File: src/acc_regs.svh
// Contract
// - Run bit one clears values then runs foreground; zero clears and skips.
// - Background linearity calibration runs only while bit one is set.
// - Foreground offset calibration runs only with the foreground run bit.
// - Background offset calibration needs background enable set as well.
// - Reference select zero calibrates offset toward mid-scale code.
// - Reference select one matches primary offset to the spare converter.
// - Offset averaging field bits six to four, reset six.
// - Linearity averaging field bits two to zero, reset one.
// - Status register is read-only; status code in bits four to two.
// - Background-stopped flag rises when background halts at requested phase.
// - Background-stopped flag clears as soon as calibration resumes.
// - With background disabled, stopped flag sets when foreground ends or skips.
// - Foreground-complete flag rises when foreground finishes or is skipped.
// - Calibration runs while master enable is high; low holds it in reset.
// - Pin select routes complete, stopped, alarm or low to status pin.
`ifndef ACC_REGS_SVH
`define ACC_REGS_SVH
`define ACC_IDX_MODE 8'h62
`define ACC_IDX_OFFSET_REFERENCE_SELECT 8'h65
`define ACC_IDX_AVG 8'h68
`define ACC_IDX_STAT 8'h6a
`define ACC_IDX_CTRL 8'h70
`define ACC_IDX_IRQ_ST 8'h71
`define ACC_IDX_IRQ_EN 8'h72
`define ACC_IDX_IRQ_CLR 8'h73
`define ACC_RST_MODE 8'h01
`define ACC_RST_OFFSET_REFERENCE_SELECT 8'h01
`define ACC_RST_AVG 8'h61
`define ACC_RST_CTRL 8'h01
`define ACC_BIT_FG 0
`define ACC_BIT_BG 1
`define ACC_BIT_OS 2
`define ACC_BIT_BGOS 3
`define ACC_BIT_OFFSET_REFERENCE_SELECT 2
`define ACC_OSAVG_LSB 4
`define ACC_LINAVG_LSB 0
`define ACC_STAT_LSB 2
`define ACC_FG_BASE 16
`define ACC_BG_PHASE 32
`endif

File: src/acc_pkg.sv
package acc_pkg;
  typedef enum logic [2:0] {
    ACC_IDLE = 3'b000,
    ACC_CLEAR = 3'b001,
    ACC_FG = 3'b010,
    ACC_BG = 3'b011,
    ACC_HALT = 3'b100
  } acc_state_e;
endpackage

File: src/acc_cal_cfg.sv
`timescale 1ns/1ps
`default_nettype none
`include "acc_regs.svh"
module acc_cal_cfg
  import acc_pkg::*;
(
  input wire logic aclk,
  input wire logic aresetn,
  input wire logic [31:0] s_axi_awaddr,
  input wire logic s_axi_awvalid,
  output logic s_axi_awready,
  input wire logic [31:0] s_axi_wdata,
  input wire logic [3:0] s_axi_wstrb,
  input wire logic s_axi_wvalid,
  output logic s_axi_wready,
  output logic [1:0] s_axi_bresp,
  output logic s_axi_bvalid,
  input wire logic s_axi_bready,
  input wire logic [31:0] s_axi_araddr,
  input wire logic s_axi_arvalid,
  output logic s_axi_arready,
  output logic [31:0] s_axi_rdata,
  output logic [1:0] s_axi_rresp,
  output logic s_axi_rvalid,
  input wire logic s_axi_rready,
  input wire logic bg_stop_request,
  input wire logic alarm_in,
  output logic calibration_status_pin,
  output logic irq,
  output logic [7:0] run_config,
  output logic [7:0] run_averaging
);
  function automatic logic [7:0] idx_of(input logic [31:0] a);
    idx_of = a[9:2];
  endfunction
  function automatic logic ok_idx(input logic [7:0] i, input logic wr);
    ok_idx = (i == `ACC_IDX_MODE) || (i == `ACC_IDX_OFFSET_REFERENCE_SELECT) ||
             (i == `ACC_IDX_AVG) || (i == `ACC_IDX_CTRL) ||
             (i == `ACC_IDX_IRQ_EN) || (i == `ACC_IDX_IRQ_CLR && wr) ||
             ((i == `ACC_IDX_STAT || i == `ACC_IDX_IRQ_ST) && !wr);
  endfunction

  logic [7:0] mode_reg, offset_reference_select_reg, avg_reg, ctrl_reg, irq_en_reg;
  logic [1:0] irq_st_reg;
  logic [31:0] aw_reg, w_reg;
  logic aw_ok_reg, w_ok_reg, awready_reg, wready_reg, bvalid_reg;
  logic wst_reg;
  logic [1:0] bresp_reg, rresp_reg;
  logic arready_reg, rvalid_reg;
  logic [31:0] rdata_reg;
  logic [7:0] runcfg_reg, runavg_reg;
  acc_state_e state_reg, state_next;
  logic [5:0] cnt_reg;
  logic foreground_complete_flag_reg, stopped_reg, pin_reg, irq_reg;
  logic [2:0] code_reg;

  wire aw_hs = s_axi_awvalid && awready_reg;
  wire w_hs = s_axi_wvalid && wready_reg;
  wire do_wr = aw_ok_reg && w_ok_reg && !bvalid_reg;
  wire [7:0] wr_idx = idx_of(aw_reg);
  wire wr_good = ok_idx(wr_idx, 1'b1);
  wire wr_lane = wst_reg && do_wr && wr_good;
  wire [7:0] wd = w_reg[7:0];
  wire ar_hs = s_axi_arvalid && arready_reg;
  wire [7:0] rd_idx = idx_of(s_axi_araddr);
  wire [7:0] stat_byte = {3'b000, code_reg, stopped_reg, foreground_complete_flag_reg};
  wire [7:0] rd_byte =
    (rd_idx == `ACC_IDX_MODE) ? mode_reg :
    (rd_idx == `ACC_IDX_OFFSET_REFERENCE_SELECT) ? offset_reference_select_reg :
    (rd_idx == `ACC_IDX_AVG) ? avg_reg :
    (rd_idx == `ACC_IDX_STAT) ? stat_byte :
    (rd_idx == `ACC_IDX_CTRL) ? ctrl_reg :
    (rd_idx == `ACC_IDX_IRQ_ST) ? {6'd0, irq_st_reg} :
    (rd_idx == `ACC_IDX_IRQ_EN) ? irq_en_reg : 8'h00;
  wire cal_en = ctrl_reg[0];
  wire fg_run = runcfg_reg[`ACC_BIT_FG];
  wire bg_on = runcfg_reg[`ACC_BIT_BG];
  wire fg_ev = (state_reg == ACC_FG && cnt_reg == 6'd0) ||
               (state_reg == ACC_CLEAR && !fg_run);
  wire stop_ev = state_reg == ACC_BG && bg_stop_request &&
                 cnt_reg == 6'd0;
  wire [1:0] pin_sel = ctrl_reg[2:1];
  wire pin_next = (pin_sel == 2'd0) ? foreground_complete_flag_reg :
                  (pin_sel == 2'd1) ? stopped_reg :
                  (pin_sel == 2'd2) ? alarm_in : 1'b0;
  wire [1:0] ev = {stop_ev || (fg_ev && !bg_on), fg_ev};
  // Linearity depth from the run's snapshot; offset passes lengthen the foreground and shorten
  // the background phase, only when their enable pairs with the run mode that carries them.
  wire os_fg = runcfg_reg[`ACC_BIT_OS] && fg_run;
  wire os_bg = runcfg_reg[`ACC_BIT_BGOS] && bg_on;
  wire [5:0] fg_len = 6'(`ACC_FG_BASE) +
    6'(runavg_reg[2:0]) + (os_fg ? 6'(runavg_reg[6:4]) : 6'd0);
  wire [5:0] bg_len = 6'(`ACC_BG_PHASE) - 6'd1 -
    (os_bg ? 6'(runavg_reg[6:4]) : 6'd0);

  always_comb
  begin
    state_next = state_reg;
    unique case (state_reg)
      ACC_IDLE: if (cal_en) state_next = ACC_CLEAR;
      ACC_CLEAR: state_next = fg_run ? ACC_FG : (bg_on ? ACC_BG : ACC_IDLE);
      ACC_FG: if (cnt_reg == 6'd0) state_next = bg_on ? ACC_BG : ACC_HALT;
      ACC_BG: if (stop_ev) state_next = ACC_HALT;
      ACC_HALT: if (bg_on && !bg_stop_request) state_next = ACC_BG;
      default: state_next = ACC_IDLE;
    endcase
    if (!cal_en) state_next = ACC_IDLE;
  end

  always_ff @(posedge aclk)
  begin
    if (!aresetn)
    begin
      state_reg <= ACC_IDLE;
      cnt_reg <= 6'd0;
      runcfg_reg <= `ACC_RST_MODE;
      runavg_reg <= `ACC_RST_AVG;
      foreground_complete_flag_reg <= 1'b0;
      stopped_reg <= 1'b0;
      code_reg <= 3'd0;
    end
    else
    begin
      state_reg <= state_next;
      code_reg <= state_next;
      if (state_reg == ACC_IDLE && cal_en)
      begin
        // The reference select rides in bit four, a reserved mode bit, so
        // the offset enables keep their own positions in the snapshot.
        runcfg_reg <= {mode_reg[7:5], offset_reference_select_reg[`ACC_BIT_OFFSET_REFERENCE_SELECT],
                       mode_reg[3:0]};
        runavg_reg <= avg_reg;
      end
      if (state_reg == ACC_CLEAR)
        cnt_reg <= fg_len;
      else if (state_reg == ACC_FG && cnt_reg == 6'd0)
        cnt_reg <= bg_len;
      else if (state_reg == ACC_BG && cnt_reg == 6'd0)
        cnt_reg <= bg_len;
      else if (cnt_reg != 6'd0)
        cnt_reg <= cnt_reg - 6'd1;
      if (!cal_en || state_reg == ACC_IDLE)
        foreground_complete_flag_reg <= 1'b0;
      else if (fg_ev)
        foreground_complete_flag_reg <= 1'b1;
      if (!cal_en || (state_reg == ACC_HALT && state_next == ACC_BG))
        stopped_reg <= 1'b0;
      else if (stop_ev)
        stopped_reg <= 1'b1;
      else if (fg_ev && !bg_on)
        stopped_reg <= 1'b1;
    end
  end

  always_ff @(posedge aclk)
  begin
    if (!aresetn)
    begin
      mode_reg <= `ACC_RST_MODE;
      offset_reference_select_reg <= `ACC_RST_OFFSET_REFERENCE_SELECT;
      avg_reg <= `ACC_RST_AVG;
      ctrl_reg <= `ACC_RST_CTRL;
      irq_en_reg <= 8'h00;
      irq_st_reg <= 2'b00;
      pin_reg <= 1'b0;
      irq_reg <= 1'b0;
    end
    else
    begin
      pin_reg <= pin_next;
      irq_reg <= |(irq_st_reg & irq_en_reg[1:0]);
      if (wr_lane && wr_idx == `ACC_IDX_MODE) mode_reg <= wd;
      if (wr_lane && wr_idx == `ACC_IDX_OFFSET_REFERENCE_SELECT) offset_reference_select_reg <= wd;
      if (wr_lane && wr_idx == `ACC_IDX_AVG) avg_reg <= wd;
      if (wr_lane && wr_idx == `ACC_IDX_CTRL) ctrl_reg <= wd;
      if (wr_lane && wr_idx == `ACC_IDX_IRQ_EN) irq_en_reg <= wd;
      // An event in the clear cycle wins so that no completion is lost.
      irq_st_reg <= (irq_st_reg &
        ~((wr_lane && wr_idx == `ACC_IDX_IRQ_CLR) ? wd[1:0] : 2'b00)) | ev;
    end
  end

  always_ff @(posedge aclk)
  begin
    if (!aresetn)
    begin
      awready_reg <= 1'b1;
      wready_reg <= 1'b1;
      aw_ok_reg <= 1'b0;
      w_ok_reg <= 1'b0;
      aw_reg <= 32'h0000_0000;
      w_reg <= 32'h0000_0000;
      wst_reg <= 1'b0;
      bvalid_reg <= 1'b0;
      bresp_reg <= 2'b00;
      arready_reg <= 1'b1;
      rvalid_reg <= 1'b0;
      rresp_reg <= 2'b00;
      rdata_reg <= 32'h0000_0000;
    end
    else
    begin
      if (aw_hs)
      begin
        aw_reg <= s_axi_awaddr;
        aw_ok_reg <= 1'b1;
        awready_reg <= 1'b0;
      end
      if (w_hs)
      begin
        // The lane strobe is kept apart so data bit zero cannot mask it.
        w_reg <= {24'h00_0000, s_axi_wdata[7:0]};
        wst_reg <= s_axi_wstrb[0];
        w_ok_reg <= 1'b1;
        wready_reg <= 1'b0;
      end
      if (do_wr)
      begin
        bvalid_reg <= 1'b1;
        bresp_reg <= wr_good ? 2'b00 : 2'b10;
        aw_ok_reg <= 1'b0;
        w_ok_reg <= 1'b0;
      end
      if (bvalid_reg && s_axi_bready)
      begin
        bvalid_reg <= 1'b0;
        awready_reg <= 1'b1;
        wready_reg <= 1'b1;
      end
      if (ar_hs)
      begin
        arready_reg <= 1'b0;
        rvalid_reg <= 1'b1;
        rdata_reg <= {24'h00_0000, rd_byte};
        rresp_reg <= ok_idx(rd_idx, 1'b0) ? 2'b00 : 2'b10;
      end
      if (rvalid_reg && s_axi_rready)
      begin
        rvalid_reg <= 1'b0;
        arready_reg <= 1'b1;
      end
    end
  end

  assign s_axi_awready = awready_reg;
  assign s_axi_wready = wready_reg;
  assign s_axi_bvalid = bvalid_reg;
  assign s_axi_bresp = bresp_reg;
  assign s_axi_arready = arready_reg;
  assign s_axi_rvalid = rvalid_reg;
  assign s_axi_rresp = rresp_reg;
  assign s_axi_rdata = rdata_reg;
  assign calibration_status_pin = pin_reg;
  assign irq = irq_reg;
  assign run_config = runcfg_reg;
  assign run_averaging = runavg_reg;

  a_skip_sets_done: assert property (@(posedge aclk) disable iff (!aresetn)
    state_reg == ACC_CLEAR && !fg_run && cal_en |=> foreground_complete_flag_reg)
    else $error("skip did not set complete flag");
  a_bg_gate: assert property (@(posedge aclk) disable iff (!aresetn)
    state_reg == ACC_BG |-> bg_on)
    else $error("background ran while disabled");
  a_foreground_complete_flag_flag: assert property (@(posedge aclk) disable iff (!aresetn)
    state_reg == ACC_FG && cnt_reg == 6'd0 && cal_en |=> foreground_complete_flag_reg)
    else $error("complete flag missed");
  a_stop_flag: assert property (@(posedge aclk) disable iff (!aresetn)
    stop_ev && cal_en |=> stopped_reg && state_reg == ACC_HALT)
    else $error("stopped flag missed");
  a_stop_clear: assert property (@(posedge aclk) disable iff (!aresetn)
    state_reg == ACC_BG && $past(state_reg) == ACC_HALT |-> !stopped_reg)
    else $error("stopped flag held on resume");
  a_fg_only_stop: assert property (@(posedge aclk) disable iff (!aresetn)
    fg_ev && !bg_on && cal_en |=> stopped_reg)
    else $error("stopped flag missed without background");
  a_master_hold: assert property (@(posedge aclk) disable iff (!aresetn)
    !cal_en |=> state_reg == ACC_IDLE ##1 !foreground_complete_flag_reg)
    else $error("calibration ran while held");
  a_pin_route: assert property (@(posedge aclk) disable iff (!aresetn)
    pin_sel == 2'd3 |=> !calibration_status_pin)
    else $error("status pin not low");
  a_snapshot: assert property (@(posedge aclk) disable iff (!aresetn)
    state_reg != ACC_IDLE && state_next != ACC_IDLE |=> $stable(runavg_reg))
    else $error("settings changed mid run");
  // Bus side checks; a response stands until the master takes it.
  a_wr_answer: assert property (@(posedge aclk) disable iff (!aresetn)
    do_wr |=> s_axi_bvalid)
    else $error("write response missing");
  a_rd_answer: assert property (@(posedge aclk) disable iff (!aresetn)
    ar_hs |=> s_axi_rvalid)
    else $error("read response missing");
  a_bvalid_drop: assert property (@(posedge aclk) disable iff (!aresetn)
    s_axi_bvalid && s_axi_bready |=> !s_axi_bvalid)
    else $error("write response repeated");
  a_rvalid_drop: assert property (@(posedge aclk) disable iff (!aresetn)
    s_axi_rvalid && s_axi_rready |=> !s_axi_rvalid)
    else $error("read response repeated");
  a_bvalid_hold: assert property (@(posedge aclk) disable iff (!aresetn)
    s_axi_bvalid && !s_axi_bready |=> s_axi_bvalid && $stable(s_axi_bresp))
    else $error("write response dropped early");
  a_rvalid_hold: assert property (@(posedge aclk) disable iff (!aresetn)
    s_axi_rvalid && !s_axi_rready |=> s_axi_rvalid && $stable(s_axi_rdata))
    else $error("read response dropped early");
  a_aw_busy: assert property (@(posedge aclk) disable iff (!aresetn)
    aw_ok_reg |-> !s_axi_awready)
    else $error("address taken while one is pending");
  a_w_busy: assert property (@(posedge aclk) disable iff (!aresetn)
    w_ok_reg |-> !s_axi_wready)
    else $error("data taken while one is pending");
  a_wr_busy: assert property (@(posedge aclk) disable iff (!aresetn)
    s_axi_bvalid |-> !s_axi_awready && !s_axi_wready)
    else $error("write taken during response");
  a_rd_busy: assert property (@(posedge aclk) disable iff (!aresetn)
    s_axi_rvalid |-> !s_axi_arready)
    else $error("read taken during response");
  a_bad_wr_err: assert property (@(posedge aclk) disable iff (!aresetn)
    do_wr && !wr_good |=> s_axi_bresp == 2'b10)
    else $error("bad write not refused");
  a_good_wr_ok: assert property (@(posedge aclk) disable iff (!aresetn)
    do_wr && wr_good |=> s_axi_bresp == 2'b00)
    else $error("good write refused");
  a_status_ro: assert property (@(posedge aclk) disable iff (!aresetn)
    do_wr && wr_idx == `ACC_IDX_STAT |=> s_axi_bresp == 2'b10)
    else $error("status write accepted");
  a_rdata_upper: assert property (@(posedge aclk) disable iff (!aresetn)
    s_axi_rvalid |-> s_axi_rdata[31:8] == 24'h00_0000)
    else $error("upper read bits not zero");
  a_clear_first: assert property (@(posedge aclk) disable iff (!aresetn)
    state_reg == ACC_IDLE && cal_en |=> state_reg == ACC_CLEAR)
    else $error("run did not clear first");
  a_fg_skip: assert property (@(posedge aclk) disable iff (!aresetn)
    state_reg == ACC_CLEAR && !fg_run |=> state_reg != ACC_FG)
    else $error("foreground ran while skipped");
  a_fg_start: assert property (@(posedge aclk) disable iff (!aresetn)
    state_reg == ACC_CLEAR && fg_run && cal_en |=> state_reg == ACC_FG)
    else $error("foreground did not start");
  a_lin_depth: assert property (@(posedge aclk) disable iff (!aresetn)
    state_reg == ACC_CLEAR && !os_fg |=>
    cnt_reg == 6'(`ACC_FG_BASE) + 6'($past(runavg_reg[2:0])))
    else $error("linearity depth wrong");
  a_os_depth: assert property (@(posedge aclk) disable iff (!aresetn)
    state_reg == ACC_CLEAR && os_fg |=> cnt_reg == 6'(`ACC_FG_BASE) +
    6'($past(runavg_reg[2:0])) + 6'($past(runavg_reg[6:4])))
    else $error("offset depth wrong");
  a_bg_follow: assert property (@(posedge aclk) disable iff (!aresetn)
    state_reg == ACC_FG && cnt_reg == 6'd0 && bg_on && cal_en |=>
    state_reg == ACC_BG)
    else $error("background did not follow");
  a_fg_halt: assert property (@(posedge aclk) disable iff (!aresetn)
    state_reg == ACC_FG && cnt_reg == 6'd0 && !bg_on && cal_en |=>
    state_reg == ACC_HALT)
    else $error("no halt after foreground");
  a_irq_level: assert property (@(posedge aclk) disable iff (!aresetn)
    |(irq_st_reg & irq_en_reg[1:0]) |=> irq)
    else $error("interrupt missed");
  a_pin_done: assert property (@(posedge aclk) disable iff (!aresetn)
    pin_sel == 2'd0 |=> calibration_status_pin == $past(foreground_complete_flag_reg))
    else $error("pin not following complete flag");
  a_pin_stop: assert property (@(posedge aclk) disable iff (!aresetn)
    pin_sel == 2'd1 |=> calibration_status_pin == $past(stopped_reg))
    else $error("pin not following stopped flag");
  c_fg_run: cover property (@(posedge aclk) disable iff (!aresetn)
    state_reg == ACC_FG ##[1:40] foreground_complete_flag_reg);
  c_bg_halt: cover property (@(posedge aclk) disable iff (!aresetn)
    state_reg == ACC_BG ##[1:40] state_reg == ACC_HALT);
  c_resume: cover property (@(posedge aclk) disable iff (!aresetn)
    state_reg == ACC_HALT ##1 state_reg == ACC_BG);
  c_irq: cover property (@(posedge aclk) disable iff (!aresetn) irq);
endmodule
`default_nettype wire

File: config.mk
export PLATFORM = sky130hd
export DESIGN_NAME = acc_cal_cfg
export DESIGN_NICKNAME = d
export VERILOG_FILES = /design/src/acc_pkg.sv /design/src/acc_cal_cfg.sv
export VERILOG_INCLUDE_DIRS = /design/src
export SDC_FILE = /design/constraint.sdc
export NUM_CORES = 1
export LEC_CHECK = 0
export ABC_AREA = 1
export BUFFER_PORTS_ARGS = -buffer_cell sky130_fd_sc_hd__buf_4
export CORE_ASPECT_RATIO = 0.8
export CORE_MARGIN = 4
export CORE_UTILIZATION = 47
export CTS_BUF_LIST = sky130_fd_sc_hd__clkbuf_8
export DETAILED_ROUTE_END_ITERATION = 12
export PLACE_DENSITY = 0.78
export SLEW_MARGIN = 20
export SYNTH_ARGS = -nofsm -noshare
export SYNTH_HDL_FRONTEND = slang
export SYNTH_SLANG_ARGS = --single-unit
File: constraint.sdc
create_clock -name aclk -period 1.4 [get_ports aclk]
set_input_delay 0.14 -clock aclk [delete_from_list [all_inputs] [get_ports aclk]]
set_output_delay 0.14 -clock aclk [all_outputs]
set_load 0.01 [all_outputs]
==> key figures <==
Timing
  • Final setup fails: between 40 and 50
  • Fmax: about 620 MHz
  • Setup TNS: -5.927 ns
  • Fin crit share: 1.148
  • RSZ-0062 raised after global routing: yes
  • Final worst slack: -0.2074 ns
  • Clk_skew: about 0.013 ns
  • Hold_ws: 0.01014 ns
  • Hold Fails Final Rpt: 0
  • Pins Over Slew Limit: 0
  • Final Critical Period: ~1.6 ns

CTS
  • Clock root buffer: clkbuf_8
  • Clock-pin transition on the worst setup and hold timing paths: roughly 0.10 ns
  • Clk_lat worst skew: approximately 0.38 ns
  • H-tree levels: 3
  • Inserted Clock Buffers: 9
  • Clock Sinks: 105
  • CTS Buffer Depth: 2
  • CTS tree: yes

Worst setup path
  • Crit path max-delay cell type: dfxtp_2
  • R2R Path Start: aw_reg[6]
  • Crit path launch type: flop
  • Worst Path Arrival: around 1.9 ns
  • Crit-path max cell delay: roughly 0.35 ns
  • Reg2Reg Setup Slack: -0.21 ns
  • CP startpoint: aw_reg[6]
  • Cells along the critical path: inv_2 -> nand2_2 -> nor2_4 -> nand3_2 -> nand2_2 -> nor2_4 -> buf_6 -> nand2_8 -> nand4_1 -> nand2_1 -> a21oi_1
  • CP Capture Type: flop
  • Critical path type: reg -> reg
  • FF-to-FF End: irq_st_reg[0]
  • R2R cell count: 11
  • Worst EP required: around 1.7 ns
  • CP Max Fanout: 7

Placement
  • DP Cell Count: between 900 and 1000
  • DPL Wire Length: between 10000 and 15000 um
  • Placer Congestion: around 0.9
  • Pre-CTS setup slack: -0.2151 ns
  • IO buf count: 66
  • Placed instance area: about 6000 um^2

Yosys
  • Synth top area cells: dfxtp_1 (42%), nand2_1 (8.8%), a21oi_1 (8.0%)
  • #FFs+latches synth: 105
  • Post-synth EDFFs: 0
  • Ys flop type: dfxtp_1
  • Synth top area share: 0.4213
  • Seq/Total Area, Yosys: 0.4213
  • Asr flop ratio synth: 0
  • Synth Instances: between 600 and 700
  • Yosys top cell by area: dfxtp_1
  • Netlist Area Pre-Place: 4990 um^2
  • Post-synth cell types: between 40 and 50
  • Syn. warnings: 0
  • Avg Cell Area, Syn: approximately 7.5 um^2

Layout
  • Share of layout cells above drive strength 1: 0.3774
  • Fin util: 0.6932
  • Fillcell total: between 800 and 900
  • Design Area, Final: 7156 um^2
  • Area growth syn-to-layout: 43.41%
  • Commonest non-fill, non-tap cells in the layout: buf_4 (148), nand2_1 (102), dfxtp_1 (89)
  • Commonest non-fill, non-tap cell in the layout: buf_4
  • Post-Layout Cell Count: 972
  • Final net count: 942
  • Ant diodes: 0

Global routing
  • Initial antenna violation count: 0
  • M3 GR Usage: 0.03887
  • Vias in the first global route: between 5000 and 6000
  • Met2 Resource Use GR: 0.4223
  • Global-route wire length before repair: ~25000 um
  • Largest net degree at the start of global routing: 44
  • GRT busiest layer: met2
  • M1 GR Usage: 0.3367
  • Gr ovfl total: 0
  • Gr usage total: 0.2538

Detailed routing
  • Post-Route WL: ~16000 um
  • Post-route DRC: 0
  • Initial drt markers: about 650
  • Vias/cell: 5.475
  • Via Count: ~5300
  • DRT antenna net count: 0
  • TritonRoute pass-1 iters: 6
  • Avg WL per Cell: 16.31 um

Die
  • Core Region: slightly above 10000 um^2
  • Vert. Die Dim: 100.2 um
  • IO Pins: ~170
  • Die width: 123.2 um
  • Initial Utilization: 0.4834
  • Num rows: 33
  • Die footprint: ~12000 um^2

Pwr
  • Combinational Power Share: 0.380
  • Clock power frac: 0.234
  • P_sw: roughly 3.3 mW
  • Sequential power share: 0.386
  • Power, Total: between 9 and 10 mW
  • Worst VDD drop: around 0.95 mV
  • Int Pwr: roughly 6.3 mW
  • Pwr per Cell Area: 1337 nW/um^2
  • Switch share: 0.3400
  • Static leakage: approximately 3 nW

Run status
  • Run status: finished, violations left
  • Failing checks: negative setup slack

Min path
  • Hold Crit Start: s_axi_awaddr[4]
  • Hold Path Stages: 3
  • Hold Path End: aw_reg[4]
  • Hold WC Path Type: in -> reg

Flow run
  • Max-capacitance violation count: 0
per-layer routing:
metal / vias up / wire [um]
met5: - / 0
met4: 0 / 347
met3: 38 / 1098
met2: 225 / 7812
met1: 2517 / 6597
li1: 2542 / -
Yosys cell counts, types with 3 or more instances:
master / instances
nor2_1: 59
inv_1: 51
xor2_1: 3
o21ai_0: 43
a31oi_1: 4
dfxtp_1: 105
o21bai_1: 3
inv_2: 7
buf_4: 30
a211oi_1: 3
nor2_2: 7
nand4_1: 41
nor3_2: 3
a21oi_1: 80
ha_1: 5
buf_2: 9
nand3_1: 38
clkbuf_1: 11
nor3_1: 4
o211ai_1: 11
nand3_4: 3
nand2_1: 117
power by group through the flow:
stage               combinational, mW  clock (mW)  sequential [mW]
floorplan                        1.41           0             3.74
global placement                 2.84           0             3.65
detailed placement               2.90           0             3.67
CTS                              3.17        2.25             3.64
global route                     3.94        2.37             3.74
finish                           3.64        2.23             3.69
worst max path at each step:
stage                     to  slack, ns  cells past startpoint
5_1_grt           avg_reg[7]      -0.29                     12
3_5_place_dp      avg_reg[6]      -0.22                      7
6_report       irq_st_reg[0]      -0.21                     11
4_1_cts           cnt_reg[2]      -0.14                      8
2_1_floorplan     cnt_reg[1]      -0.08                      8
3_3_place_gp      avg_reg[0]      -0.16                     10
critical path, delay by kind of cell, from the launching register on:
kind            cells  cell delay, ns
flops               1            0.35
compound gates      1            0.06
simple gates        8            0.89
buf+inv             2            0.18
repair_timing:
| action | CTS | global route |
|---|---|---|
| pin swaps | 44 | 22 |
| hold buffers | 1 | 0 |
| gates resized for setup | 85 | 55 |
| setup endpoints to repair | 67 | 70 |
| endpoints found under the hold margin | 1 | 0 |
| buffers inserted | 11 | 6 |
| cloned | 7 | 0 |
logic make-up (layout without fill, tap and decap cells):
group,count (synthesis),in the layout,synth area share
buf+inv,110,250,0.1098
flops,105,105,0.4213
other cells,1,26,0.0007515
simple gates,283,288,0.2751
compound gates,152,152,0.1678
fa+ha+maj,6,6,0.01655
xor+xnor,5,5,0.008778
layout make-up:
type,instances,area (um^2),share of cell area
sequential,105,2130,0.2976
clock inverter,7,111.4,0.01556
inverter,58,222.7,0.03112
clock buffer,9,123.9,0.01731
multi-input combinational,477,2865,0.4004
timing repair buffer,176,1528,0.2135
tap,140,175.2,0.02448
No activity file was read; power rests on OpenSTA's default activity.
